File: src/common/tss_consts.svh
// Offsets, field positions, reset values and limits of the test sequence start selector.
`ifndef TSS_CONSTS_SVH
`define TSS_CONSTS_SVH

`define TSS_ADDR_W          8
`define TSS_DATA_W          32

`define TSS_OFF_CTRL        8'h00
`define TSS_OFF_TYPE        8'h04
`define TSS_OFF_SOURCE      8'h08
`define TSS_OFF_LINE        8'h0C
`define TSS_OFF_STARTV      8'h10
`define TSS_OFF_STATUS      8'h14

`define TSS_CTRL_ARM        0
`define TSS_CTRL_ABORT      1
`define TSS_CTRL_INIT       2
`define TSS_CTRL_BUSTRG     3
`define TSS_CTRL_CONT_ON    4
`define TSS_CTRL_CONT_OFF   5
`define TSS_CTRL_DONE       6
`define TSS_CTRL_ERR_CLR    7

`define TSS_STARTV_RANGE    16
`define TSS_STAT_IDLE       2
`define TSS_STAT_CONT       3
`define TSS_STAT_PEND       4
`define TSS_STAT_ERR        5
`define TSS_STAT_PSRC_LO    8

`define TSS_LINE_MIN        3'h1
`define TSS_LINE_MAX        3'h6
`define TSS_LINE_RST        3'h1
`define TSS_NUM_LINES       6
`define TSS_NUM_TESTS       4'hA
`define TSS_NUM_SRC         3'h6

// Start voltage is held in tenths of a volt.
`define TSS_VLIM_LO_V       100.0
`define TSS_VLIM_HI_V       1000
`define TSS_VLIM_LO         16'sd1000
`define TSS_VLIM_HI         16'sd10000

`endif

File: src/common/tss_pkg.sv
// Types of the test sequence start selector.
package tss_pkg;

	typedef enum logic [3:0] {
		TSS_DIODE_LEAKAGE   = 4'h0,
		TSS_CAP_LEAKAGE     = 4'h1,
		TSS_CABLE_INSUL     = 4'h2,
		TSS_RES_VCOEFF      = 4'h3,
		TSS_SURF_RESIST     = 4'h4,
		TSS_VOL_RESIST      = 4'h5,
		TSS_SURF_INSUL      = 4'h6,
		TSS_SQUARE_SWEEP    = 4'h7,
		TSS_STAIR_SWEEP     = 4'h8,
		TSS_ALT_POLARITY    = 4'h9
	} tss_test_t;

	typedef enum logic [2:0] {
		TSS_SRC_MANUAL      = 3'h0,
		TSS_SRC_IMMEDIATE   = 3'h1,
		TSS_SRC_BUS         = 3'h2,
		TSS_SRC_EXTERNAL    = 3'h3,
		TSS_SRC_LINKED      = 3'h4,
		TSS_SRC_LID_CLOSED  = 3'h5
	} tss_src_t;

	typedef enum logic [1:0] {
		TSS_ST_IDLE         = 2'h0,
		TSS_ST_ARMED        = 2'h1,
		TSS_ST_RUN          = 2'h3
	} tss_state_t;

endpackage : tss_pkg

File: src/design/tss_top.sv
// Test sequence selection, start source selection and start event qualification.
//
// Function
// - One of ten test kinds is held, driven out with its start voltage when the test starts, and read back.
// - One of six start sources is held and read back.
// - With the manual source, a press of the sequence key starts the test.
// - With the immediate source, the test starts when the instrument leaves idle.
// - The single leave_idle_command command and the continuous-on command both leave idle.
// - With the immediate source applied while not idle, the test starts at once.
// - With the bus source, a bus trigger sent by the host starts the test.
// - With the external source, a rising edge on the external trigger input starts the test.
// - With the linked source, a rising edge on the selected linked trigger line starts the test.
// - With the lid source, a lid closure on an interlocked fixture starts the test.
// - A source change written while a sequence is armed waits until the next arm.
// - A linked trigger line number from 1 to 6 is stored and read back.
// - The stored line number is ignored unless the linked source is active.
// - A start voltage within 100.0 V or 1000 V, by range, is accepted for the sweep tests.
// - After an arm, the block waits for the active source event and then starts the test.
// - Abort stops the sequence, and a new run needs a new arm and a new start event.
//
// The plain strobed port and the register offsets were left to the implementer.
`timescale 1ns/1ps
`include "tss_consts.svh"

module tss_top (
	input  wire logic                   CLK,
	input  wire logic                   RSTN,
	input  wire logic [`TSS_ADDR_W-1:0] ADDR,
	input  wire logic [`TSS_DATA_W-1:0] WDATA,
	input  wire logic                   WR,
	input  wire logic                   RD,
	output logic      [`TSS_DATA_W-1:0] RDATA,
	input  wire logic                   SEQ_KEY,
	input  wire logic                   EXT_TRIG,
	input  wire logic [5:0]             LINK_TRIG,
	input  wire logic                   LID_CLOSED,
	input  wire logic                   LID_INTERLOCK,
	input  wire logic                   TEST_DONE,
	output logic                        TEST_START,
	output logic      [3:0]             TEST_KIND,
	output logic signed [15:0]          START_VOLT,
	output logic                        START_RANGE,
	output logic                        ARMED,
	output logic                        RUNNING
);

	////////////////////////////////////////////////////////////////////////////////////////////////////
	// Decoding helpers.

	// A voltage in tenths of a volt lies inside the limit of the chosen range.
	function automatic logic volt_ok(input logic signed [15:0] v, input logic hi_rng);
		logic signed [15:0] lim;
		lim = hi_rng ? `TSS_VLIM_HI : `TSS_VLIM_LO;
		volt_ok = (v <= lim) && (v >= -lim);
	endfunction : volt_ok

	// A register write hit at a given offset.
	function automatic logic wr_hit(input logic we, input logic [`TSS_ADDR_W-1:0] a,
		input logic [`TSS_ADDR_W-1:0] off);
		wr_hit = we && (a == off);
	endfunction : wr_hit

	////////////////////////////////////////////////////////////////////////////////////////////////////
	// State.

	tss_pkg::tss_state_t st_ff;
	tss_pkg::tss_state_t nxt_st;
	tss_pkg::tss_test_t  test_ff;
	tss_pkg::tss_src_t   src_ff;
	tss_pkg::tss_src_t   pend_src_ff;
	logic                pend_ff;
	logic [2:0]          line_ff;
	logic signed [15:0]  volt_ff;
	logic                rng_ff;
	logic                idle_ff;
	logic                cont_ff;
	logic                err_ff;
	logic                start_ff;
	logic [3:0]          kind_ff;
	logic signed [15:0]  svolt_ff;
	logic                srng_ff;
	logic                armed_ff;
	logic                run_ff;
	logic [`TSS_DATA_W-1:0] rdata_ff;

	logic                wr_ctrl;
	logic                arm_cmd;
	logic                abort_cmd;
	logic                init_cmd;
	logic                bus_trg;
	logic                cont_on;
	logic                cont_off;
	logic                done_cmd;
	logic                done_evt;
	logic                leave_idle;
	logic                bad_wr;
	logic                src_evt;
	logic                go;
	logic [8:0]          lvl;
	logic [8:0]          rise;
	logic [2:0]          line_idx;

	assign wr_ctrl   = wr_hit(WR, ADDR, `TSS_OFF_CTRL);
	assign arm_cmd   = wr_ctrl && WDATA[`TSS_CTRL_ARM];
	assign abort_cmd = wr_ctrl && WDATA[`TSS_CTRL_ABORT];
	assign init_cmd  = wr_ctrl && WDATA[`TSS_CTRL_INIT];
	assign bus_trg   = wr_ctrl && WDATA[`TSS_CTRL_BUSTRG];
	assign cont_on   = wr_ctrl && WDATA[`TSS_CTRL_CONT_ON];
	assign cont_off  = wr_ctrl && WDATA[`TSS_CTRL_CONT_OFF];
	assign done_cmd  = wr_ctrl && WDATA[`TSS_CTRL_DONE];
	assign done_evt  = TEST_DONE || done_cmd;
	assign leave_idle = init_cmd || cont_on;

	////////////////////////////////////////////////////////////////////////////////////////////////////
	// Start input edges.

	assign lvl = {LID_CLOSED & LID_INTERLOCK, LINK_TRIG, EXT_TRIG, SEQ_KEY};

	tss_edge #(
		.WIDTH(9)
	) u_edge (
		.clk  (CLK),
		.rstn (RSTN),
		.lvl  (lvl),
		.rise (rise)
	);

	// Line numbers are one-based; only a stored value from 1 to 6 can reach here.
	assign line_idx = line_ff - 3'h1;

	// Only the active source is looked at, so the line number matters for the linked source alone.
	always_comb begin
		src_evt = 1'b0;
		unique case (src_ff)
			tss_pkg::TSS_SRC_MANUAL:     src_evt = rise[0];
			tss_pkg::TSS_SRC_IMMEDIATE:  src_evt = !idle_ff;
			tss_pkg::TSS_SRC_BUS:        src_evt = bus_trg;
			tss_pkg::TSS_SRC_EXTERNAL:   src_evt = rise[1];
			tss_pkg::TSS_SRC_LINKED:     src_evt = rise[3'h2 + line_idx];
			tss_pkg::TSS_SRC_LID_CLOSED: src_evt = rise[8];
			default:                     src_evt = 1'b0;
		endcase
	end

	////////////////////////////////////////////////////////////////////////////////////////////////////
	// Sequence state machine.

	// Abort outranks a start that qualifies in the same cycle, so no test begins after an abort.
	assign go = (st_ff == tss_pkg::TSS_ST_ARMED) && src_evt && !abort_cmd && !arm_cmd;

	always_comb begin
		nxt_st = st_ff;
		unique case (st_ff)
			tss_pkg::TSS_ST_IDLE: begin
				if (arm_cmd) begin
					nxt_st = tss_pkg::TSS_ST_ARMED;
				end
			end
			tss_pkg::TSS_ST_ARMED: begin
				if (abort_cmd) begin
					nxt_st = tss_pkg::TSS_ST_IDLE;
				end else if (go) begin
					nxt_st = tss_pkg::TSS_ST_RUN;
				end
			end
			tss_pkg::TSS_ST_RUN: begin
				if (abort_cmd || done_evt) begin
					nxt_st = tss_pkg::TSS_ST_IDLE;
				end
			end
			default: nxt_st = tss_pkg::TSS_ST_IDLE;
		endcase
	end

	always_ff @(posedge CLK) begin
		if (!RSTN) begin
			st_ff <= tss_pkg::TSS_ST_IDLE;
		end else begin
			st_ff <= nxt_st;
		end
	end

	////////////////////////////////////////////////////////////////////////////////////////////////////
	// Measurement idle and continuous mode.

	// Leaving idle wins over a test end in the same cycle.
	always_ff @(posedge CLK) begin
		if (!RSTN) begin
			idle_ff <= 1'b1;
			cont_ff <= 1'b0;
		end else begin
			if (cont_on) begin
				cont_ff <= 1'b1;
			end else if (cont_off) begin
				cont_ff <= 1'b0;
			end
			if (leave_idle) begin
				idle_ff <= 1'b0;
			end else if (abort_cmd || cont_off || (done_evt && !cont_ff && st_ff == tss_pkg::TSS_ST_RUN)) begin
				idle_ff <= 1'b1;
			end
		end
	end

	////////////////////////////////////////////////////////////////////////////////////////////////////
	// Configuration registers.

	always_ff @(posedge CLK) begin
		if (!RSTN) begin
			test_ff <= tss_pkg::TSS_DIODE_LEAKAGE;
		end else if (wr_hit(WR, ADDR, `TSS_OFF_TYPE) && WDATA[3:0] < `TSS_NUM_TESTS) begin
			test_ff <= tss_pkg::tss_test_t'(WDATA[3:0]);
		end
	end

	// A source written during an armed or running sequence is parked and taken by the next arm.
	always_ff @(posedge CLK) begin
		if (!RSTN) begin
			src_ff      <= tss_pkg::TSS_SRC_IMMEDIATE;
			pend_src_ff <= tss_pkg::TSS_SRC_IMMEDIATE;
			pend_ff     <= 1'b0;
		end else if (wr_hit(WR, ADDR, `TSS_OFF_SOURCE) && WDATA[2:0] < `TSS_NUM_SRC) begin
			if (st_ff == tss_pkg::TSS_ST_IDLE) begin
				// A direct write drops any parked source, so a later arm cannot bring back an older choice.
				src_ff  <= tss_pkg::tss_src_t'(WDATA[2:0]);
				pend_ff <= 1'b0;
			end else begin
				pend_src_ff <= tss_pkg::tss_src_t'(WDATA[2:0]);
				pend_ff     <= 1'b1;
			end
		end else if (arm_cmd && pend_ff && st_ff != tss_pkg::TSS_ST_RUN) begin
			src_ff  <= pend_src_ff;
			pend_ff <= 1'b0;
		end
	end

	always_ff @(posedge CLK) begin
		if (!RSTN) begin
			line_ff <= `TSS_LINE_RST;
		end else if (wr_hit(WR, ADDR, `TSS_OFF_LINE) && WDATA[2:0] >= `TSS_LINE_MIN &&
			WDATA[2:0] <= `TSS_LINE_MAX && WDATA[`TSS_DATA_W-1:3] == '0) begin
			line_ff <= WDATA[2:0];
		end
	end

	always_ff @(posedge CLK) begin
		if (!RSTN) begin
			volt_ff <= 16'sh0000;
			rng_ff  <= 1'b0;
		end else if (wr_hit(WR, ADDR, `TSS_OFF_STARTV) &&
			volt_ok($signed(WDATA[15:0]), WDATA[`TSS_STARTV_RANGE])) begin
			volt_ff <= $signed(WDATA[15:0]);
			rng_ff  <= WDATA[`TSS_STARTV_RANGE];
		end
	end

	// Rejected configuration writes leave the old value and raise a sticky flag.
	always_comb begin
		bad_wr = 1'b0;
		if (wr_hit(WR, ADDR, `TSS_OFF_TYPE) && !(WDATA[3:0] < `TSS_NUM_TESTS)) begin
			bad_wr = 1'b1;
		end
		if (wr_hit(WR, ADDR, `TSS_OFF_SOURCE) && !(WDATA[2:0] < `TSS_NUM_SRC)) begin
			bad_wr = 1'b1;
		end
		if (wr_hit(WR, ADDR, `TSS_OFF_LINE) && (WDATA[2:0] < `TSS_LINE_MIN || WDATA[2:0] > `TSS_LINE_MAX ||
			WDATA[`TSS_DATA_W-1:3] != '0)) begin
			bad_wr = 1'b1;
		end
		if (wr_hit(WR, ADDR, `TSS_OFF_STARTV) && !volt_ok($signed(WDATA[15:0]), WDATA[`TSS_STARTV_RANGE])) begin
			bad_wr = 1'b1;
		end
	end

	always_ff @(posedge CLK) begin
		if (!RSTN) begin
			err_ff <= 1'b0;
		end else if (bad_wr) begin
			err_ff <= 1'b1;
		end else if (wr_ctrl && WDATA[`TSS_CTRL_ERR_CLR]) begin
			err_ff <= 1'b0;
		end
	end

	////////////////////////////////////////////////////////////////////////////////////////////////////
	// Outputs toward the test engine.

	// Test kind and voltage are latched at the start so a later write cannot disturb a running test.
	always_ff @(posedge CLK) begin
		if (!RSTN) begin
			start_ff  <= 1'b0;
			kind_ff   <= 4'h0;
			svolt_ff  <= 16'sh0000;
			srng_ff   <= 1'b0;
		end else begin
			start_ff <= go;
			if (go) begin
				kind_ff  <= test_ff;
				svolt_ff <= volt_ff;
				srng_ff  <= rng_ff;
			end
		end
	end

	always_ff @(posedge CLK) begin
		if (!RSTN) begin
			armed_ff <= 1'b0;
			run_ff   <= 1'b0;
		end else begin
			armed_ff <= (nxt_st == tss_pkg::TSS_ST_ARMED);
			run_ff   <= (nxt_st == tss_pkg::TSS_ST_RUN);
		end
	end

	////////////////////////////////////////////////////////////////////////////////////////////////////
	// Register read port.

	// Read data stand only in the cycle after the strobe and are zero otherwise.
	always_ff @(posedge CLK) begin
		if (!RSTN) begin
			rdata_ff <= '0;
		end else begin
			rdata_ff <= '0;
			if (RD) begin
				unique case (ADDR)
					`TSS_OFF_TYPE:   rdata_ff[3:0] <= test_ff;
					`TSS_OFF_SOURCE: rdata_ff[2:0] <= src_ff;
					`TSS_OFF_LINE:   rdata_ff[2:0] <= line_ff;
					`TSS_OFF_STARTV: begin
						rdata_ff[15:0]              <= volt_ff;
						rdata_ff[`TSS_STARTV_RANGE] <= rng_ff;
					end
					`TSS_OFF_STATUS: begin
						rdata_ff[1:0]                      <= st_ff;
						rdata_ff[`TSS_STAT_IDLE]           <= idle_ff;
						rdata_ff[`TSS_STAT_CONT]           <= cont_ff;
						rdata_ff[`TSS_STAT_PEND]           <= pend_ff;
						rdata_ff[`TSS_STAT_ERR]            <= err_ff;
						rdata_ff[`TSS_STAT_PSRC_LO +: 3]   <= pend_src_ff;
					end
					default: rdata_ff <= '0;
				endcase
			end
		end
	end

	assign RDATA       = rdata_ff;
	assign TEST_START  = start_ff;
	assign TEST_KIND   = kind_ff;
	assign START_VOLT  = svolt_ff;
	assign START_RANGE = srng_ff;
	assign ARMED       = armed_ff;
	assign RUNNING     = run_ff;

endmodule : tss_top

File: src/design/tss_edge.sv
// Rising edge detector for a group of synchronous start inputs.
`timescale 1ns/1ps

module tss_edge #(
	parameter int WIDTH = 9
) (
	input  wire logic             clk,
	input  wire logic             rstn,
	input  wire logic [WIDTH-1:0] lvl,
	output logic      [WIDTH-1:0] rise
);

	logic [WIDTH-1:0] prev_ff;

	genvar g;
	generate
		for (g = 0; g < WIDTH; g++) begin : g_bit
			// A level already high at reset release does not count as an event.
			always_ff @(posedge clk) begin
				if (!rstn) begin
					prev_ff[g] <= 1'b1;
				end else begin
					prev_ff[g] <= lvl[g];
				end
			end
			assign rise[g] = lvl[g] & ~prev_ff[g];
		end
	endgenerate

endmodule : tss_edge

File: config.mk
export PLATFORM = sky130hd
export DESIGN_NAME = tss_top
export DESIGN_NICKNAME = d
export VERILOG_FILES = /design/src/common/tss_pkg.sv /design/src/design/tss_top.sv /design/src/design/tss_edge.sv
export VERILOG_INCLUDE_DIRS = /design/src /design/src/common
export SDC_FILE = /design/constraint.sdc
export NUM_CORES = 1
export LEC_CHECK = 0
export BUFFER_PORTS_ARGS = -buffer_cell sky130_fd_sc_hd__buf_2
export CORE_MARGIN = 4
export CORE_UTILIZATION = 23
export CTS_BUF_LIST = sky130_fd_sc_hd__clkbuf_8 sky130_fd_sc_hd__clkbuf_16
export DETAILED_ROUTE_END_ITERATION = 8
export SLEW_MARGIN = 20
export SYNTH_ARGS = -nofsm -noshare
export SYNTH_HDL_FRONTEND = slang
export SYNTH_SLANG_ARGS = --single-unit
File: constraint.sdc
create_clock -name CLK -period 2.15 [get_ports CLK]
set_input_delay 0.1075 -clock CLK [delete_from_list [all_inputs] [get_ports CLK]]
set_output_delay 0.1075 -clock CLK [all_outputs]
set_load 0.005 [all_outputs]
Word-level counts from Yosys, hierarchy flattened
Cells that the tools add are included.
Word-level totals
  register bits after elaboration: 101
  ROM bits: 0
  latch bits: 0
  bits in writable memories: 0
  output and inout bits: 56
  memories kept: 0
Operators by class
  shift operators: 0
  reductions and logical operators: 58
  bitwise operators: 20
  multipliers: 0
  muxes and demuxes: 29
  add/sub/neg operators: 3
  divide/modulo/power cells: 0
  order comparisons: 9
  equality and inequality tests: 16
Operators by type and width (count)
  logical AND 1 bit: 31
  logical NOT 29 bit: 1
  nonzero test 29 bit: 1
  == test 8 x 4 -> 1 bit (second input constant): 2
  == test 8 x 5 -> 1 bit (second input constant): 2
  >= comparator 16 bit: 1
  less-or-equal comparator 16 x 15 -> 1 bit: 1
  negation 14 -> 16 bit: 1
  one-hot mux 3 bit (5 select lines): 1
  two-way mux 1 bit: 14
  two-way mux 14 bit: 1
  AND 1 bit: 10
  NOT 1 bit: 10
  two-way mux 3 bit: 3
  == test 8 x 3 -> 1 bit (second input constant): 1
  logical NOT 8 bit: 1
  two-way mux 2 bit: 4
  nonzero test 2 bit: 4
  logical NOT 1 bit: 7
  logical OR 1 bit: 7
  == test 3 x 2 -> 1 bit (second input constant): 2
  == test 3 bit (second input constant): 2
  one-hot mux 1 bit (6 select lines): 1
  one-hot mux 2 bit (3 select lines): 1
  other kinds (22): 26

Logic depth before layout (Yosys ltp)
  depth in word-level cells: 12
  depth in mapped cells: 10
  mapped depth without buffers: 8

Cells and area by module
Synthesis repeated with hierarchy kept, for this count alone.
Second synthesis, totals
  cell total of the unflattened synthesis: 448
  area total of the unflattened synthesis: 4196.5 sq um
By module, submodules not included
  tss_top: cells an instance 421, instances 1, area an instance 3903.7 sq um, sequential area each 1541.5 sq um
  tss_edge: cells an instance 27, instances 1, area an instance 292.8 sq um, sequential area each 180.2 sq um

Worst setup path before layout
No wires, ideal clock.
  kind: input to register
  start point: in WDATA[16]
  end point: reg volt_ff[14]
  stages on the path: 10
  path buffers: 2
  data required time: 2078 ps
  arrival time: 1936 ps
  slack: 143 ps
  cells stage by stage: inv_1 -> ha_1 -> or4b_4 -> nor3_2 -> o31ai_1 -> o2bb2ai_2 -> nor4_2 -> buf_6 -> buf_12 -> mux2i_1
On the way
  longest elaborated chain between the ends: 5
  elaborated cells on any way between the ends: 6
  classes of those cells: 1 x add/sub; 2 x order compare; 1 x mux; 2 x reduce/logical
Ends and longest elaborated chain
  from (decl): line tss_top.sv:29  | input wire logic [`TSS_DATA_W-1:0] WDATA,
  two-way mux 14 bit (no source line) (*)
  negation 14 -> 16 bit: line tss_top.sv:54  | volt_ok = (v <= lim) && (v >= -lim);
  >= comparator 16 bit: line tss_top.sv:54
  logical AND 1 bit (*): line tss_top.sv:54
  logical AND 1 bit (*): line tss_top.sv:250  | end else if (wr_hit(WR, ADDR, `TSS_OFF_STARTV) &&
  to (signal assigned): line tss_top.sv:252  | volt_ff <= $signed(WDATA[15:0]);
  to (decl): line tss_top.sv:73  | logic signed [15:0] volt_ff;
Mark *: on every way between the ends. The rest lies on a longest branch, timed or not.
A chain may end at the register's enable or synchronous reset.

Final worst setup path
  start point: reg line_ff[1]
  end point: reg svolt_ff[11], in the netlist START_VOLT[11]
On the way
  longest elaborated chain between the ends: 8
Ends and longest elaborated chain
  from (decl): line tss_top.sv:72  | logic [2:0] line_ff;
  from (signal assigned): line tss_top.sv:239  | line_ff <= `TSS_LINE_RST;
  from (signal assigned): line tss_top.sv:242  | line_ff <= WDATA[2:0];
  subtractor 3 x 1 -> 3 bit: line tss_top.sv:129  | assign line_idx = line_ff - 3'h1;
  adder 2 x 3 -> 3 bit: line tss_top.sv:139  | tss_pkg::TSS_SRC_LINKED: src_evt = rise[3'h2 + line_idx];
  binary-select mux 1 bit (select 3 bit): line tss_top.sv:139
  two-way mux 1 bit (not written as such): line tss_top.sv:139
  one-hot mux 1 bit (6 select lines): line tss_top.sv:134  | unique case (src_ff)
  logical AND 1 bit (3 in a row): line tss_top.sv:149  | assign go = (st_ff == tss_pkg::TSS_ST_ARMED) && src_evt && !abort_cmd && !arm_cmd;
  to (signal assigned): line tss_top.sv:299  | svolt_ff <= volt_ff;
  to (decl): line tss_top.sv:80  | logic signed [15:0] svolt_ff;
Every way passes these cells. The select of a mux whose other input is x is not followed.

==> out/metrics.cfg <==
[logic_synthesis]
yosysWarnings = 0
synth_cells = 462
ys_seq_area_share_pct = 42.8
synth_cell_types = 57
synth.area.top_cells = dfxtp_1 43%, mux2i_1 6.7%, nand2_1 6.1%
syn_area_per_cell_um2 = 8.71
syn_area_um2 = 4020
synth_enable_flop_cells = 0
synth_top_area_share_pct = 42.8
synth_largest_area_cell = dfxtp_1
synth.most_common_cell = dfxtp_1
ys.flop_type = dfxtp_1
synthTopCellsByCount = 86 x dfxtp_1, 65 x nand2_1, 39 x nor2_1, 35 x o21ai_0, 31 x nand3_1
ys_ff_latch = 86
synthArstFlopShare_pct = 0

[place]
gp_congestion = 0.890
dp_worst_setup_slack_ns = 0.0575
port_buffers = 95
dp.final_hpwl_mm = 9.00

[cts]
htree_levels = 3
cts_buffer_depth = 2
clk_latency_ns = 0.35
cts_buffers = 9
path_clk_slew_ns = 0.07
cts_setup_buffers = 0
cts_tree = yes
cts_root_buf = clkbuf_16
cts.sinks = 86

[drt]
vias_per_cell = 4.42
drt_wl_total_mm = 11.5
dr.pass1.iters = 4
wl_per_cell_um = 14.4
ant_nets = 0
num_vias = 3548
drtIter0Drc = 162
drc = 0

[power_and_ir_drop]
max-vdd-ir-drop_v = 0.000363
power_leakage_nw = 2.12
p_per_area_nw_per_um2 = 662

[die]
io_pins = 111
rows = 48
dieArea_um2 = 19700
initial_utilization_pct = 23.3
die_x_um = 140
core_area_um2 = 17200
die_h_um = 140

[flow_run]
cap_violations = 0

[timing]
report.final.slew_viol_count = 0
tightest_slew_ns = 0.523
min_period_ns = 1.91
fin_setup_tns_ns = 0
finClkSkew_ns = 0.0134
finalCritPeriodShare_pct = 88.8
setup_viol = 0
maxSlewHeadroom_pct = 65.1
rsz0062_at_grt = false
fmax_mhz = 524
finalHoldViolCount = 0
fin_ws_ns = 0.241

[setup_path]
crit_fanout = 42
start_kind = flop
end_kind = flop
crit_type = flop to flop
required_ns = 2.42
arrival_ns = 2.18

[cells_and_area]
nets = 639
drive_gt1_share_pct = 25.0
area_growth_syn_to_layout_pct = 28.6
final_util_pct = 30.0

[global_routing]
grt_pass1_vias = 3419
grt_overflow = 0
grt_antenna_before_repair = 3
grt_pass1_wl_mm = 18.4
grt_max_degree = 43
gr-usage-all-layers_pct = 11.7

[worst_hold_path]
min_path_type = input pin to flop

[outcome]
status = completed

final timing paths:
path	from	end	slack [ns]	depth (start not counted)
max	line_ff[1]	START_VOLT[11]	0.24	8
min	WDATA[9]	volt_ff[9]	0.05	3
max reg2reg	line_ff[1]	START_VOLT[11]	0.24	8
min reg2reg	START_VOLT[0]	START_VOLT[0]	0.46	2
critical path: stages, from the launching register on:
cell and delay, ns:
dfxtp_1 0.37, ha_1 0.21, xor2_1 0.22, o221ai_1 0.16, a211oi_1 0.24, nand4b_2 0.23, buf_12 0.21, nand3_1 0.09
o21ai_0 0.08
cell usage in the layout, fill, tap and decap left out, types with 3 or more instances in the layout:
cell / n
and3_1: 3
nor3_1: 8
clkbuf_16: 9
a211oi_1: 3
nor2_1: 39
nand4_1: 6
inv_1: 7
nand3b_1: 3
dfxtp_1: 86
mux2i_1: 27
dlygate4sd3_1: 10
a221oi_1: 4
nand2b_1: 12
ha_1: 13
o211ai_1: 3
conb_1: 15
a22oi_1: 9
nor4_1: 7
o21ai_0: 35
nor3_2: 4
inv_6: 3
and2_1: 9
o221ai_1: 3
buf_4: 19
buf_2: 95
nand2_1: 65
o31ai_1: 3
nand3_1: 31
a21oi_1: 9
what timing repair did:
action,CTS,global route
gates resized for setup,0,0
hold endpoints to repair,9,0
hold buffers,10,0
endpoints found under the setup margin,0,0
where the power goes:
group | internal, W | switching, W | leakage, nW
clock | 0.000824 | 0.000736 | 0.148
sequential | 0.00160 | 0.00000254 | 0.695
combinational | 0.000107 | 0.000155 | 1.28
total | 0.00253 | 0.000894 | 2.12
state kept, by name (all words and copies together), names as in the netlist, 2 cells and up:
signal	cells
u_edge.prev_ff	9
volt_ff	16
pend_src_ff	3
test_ff	4
st_ff	2
src_ff	3
line_ff	3
TEST_KIND	4
START_VOLT	16
RDATA	17
layout make-up:
type / instances / area, um2
Timing Repair Buffer: 126 / 758
Fill cell: 1855 / 12100
Multi-Input combinational cell: 341 / 2090
Clock inverter: 7 / 73.8
Antenna cell: 1 / 2.50
Inverter: 7 / 26.3
Tap cell: 225 / 282
Clock buffer: 9 / 225
Sequential cell: 86 / 1720
through the flow:
stage	std cells	hold WS (ns)	total power (W)	instance area, um2
finish	802	0.0464	0.00343	5180
detailed placement	775	0.310	0.00189	4770
CTS	801	0.0313	0.00348	5170
floorplan	476	0.202	0.00178	4080
global placement	775	0.306	0.00189	4770
global route	802	0.0508	0.00359	5180
logic make-up after synthesis:
| kind of cell | count (synthesis) | share of synthesized area (%) |
|---|---|---|
| buffers and inverters | 49 | 6.87 |
| muxes | 28 | 7.00 |
| other | 1 | 0.0932 |
| and+or+nand+nor | 202 | 25.2 |
| adders and majority gates | 13 | 4.04 |
| AOI/OAI and AO/OA | 81 | 13.6 |
| DFF | 86 | 42.8 |
| xor gates and xnor gates | 2 | 0.435 |
routing by layer:
layer  up-vias  part of all wire (%)  track usage, %  wire [um]
met3        20                   7.5            3.58        859
li1       1828                     -               -          -
met4         4                   1.9            4.64        222
met5         -                  0.23               0         27
met2       108                    45            17.7       5160
met1      1588                    46            15.7       5260
No activity file was read; power rests on OpenSTA's default activity.
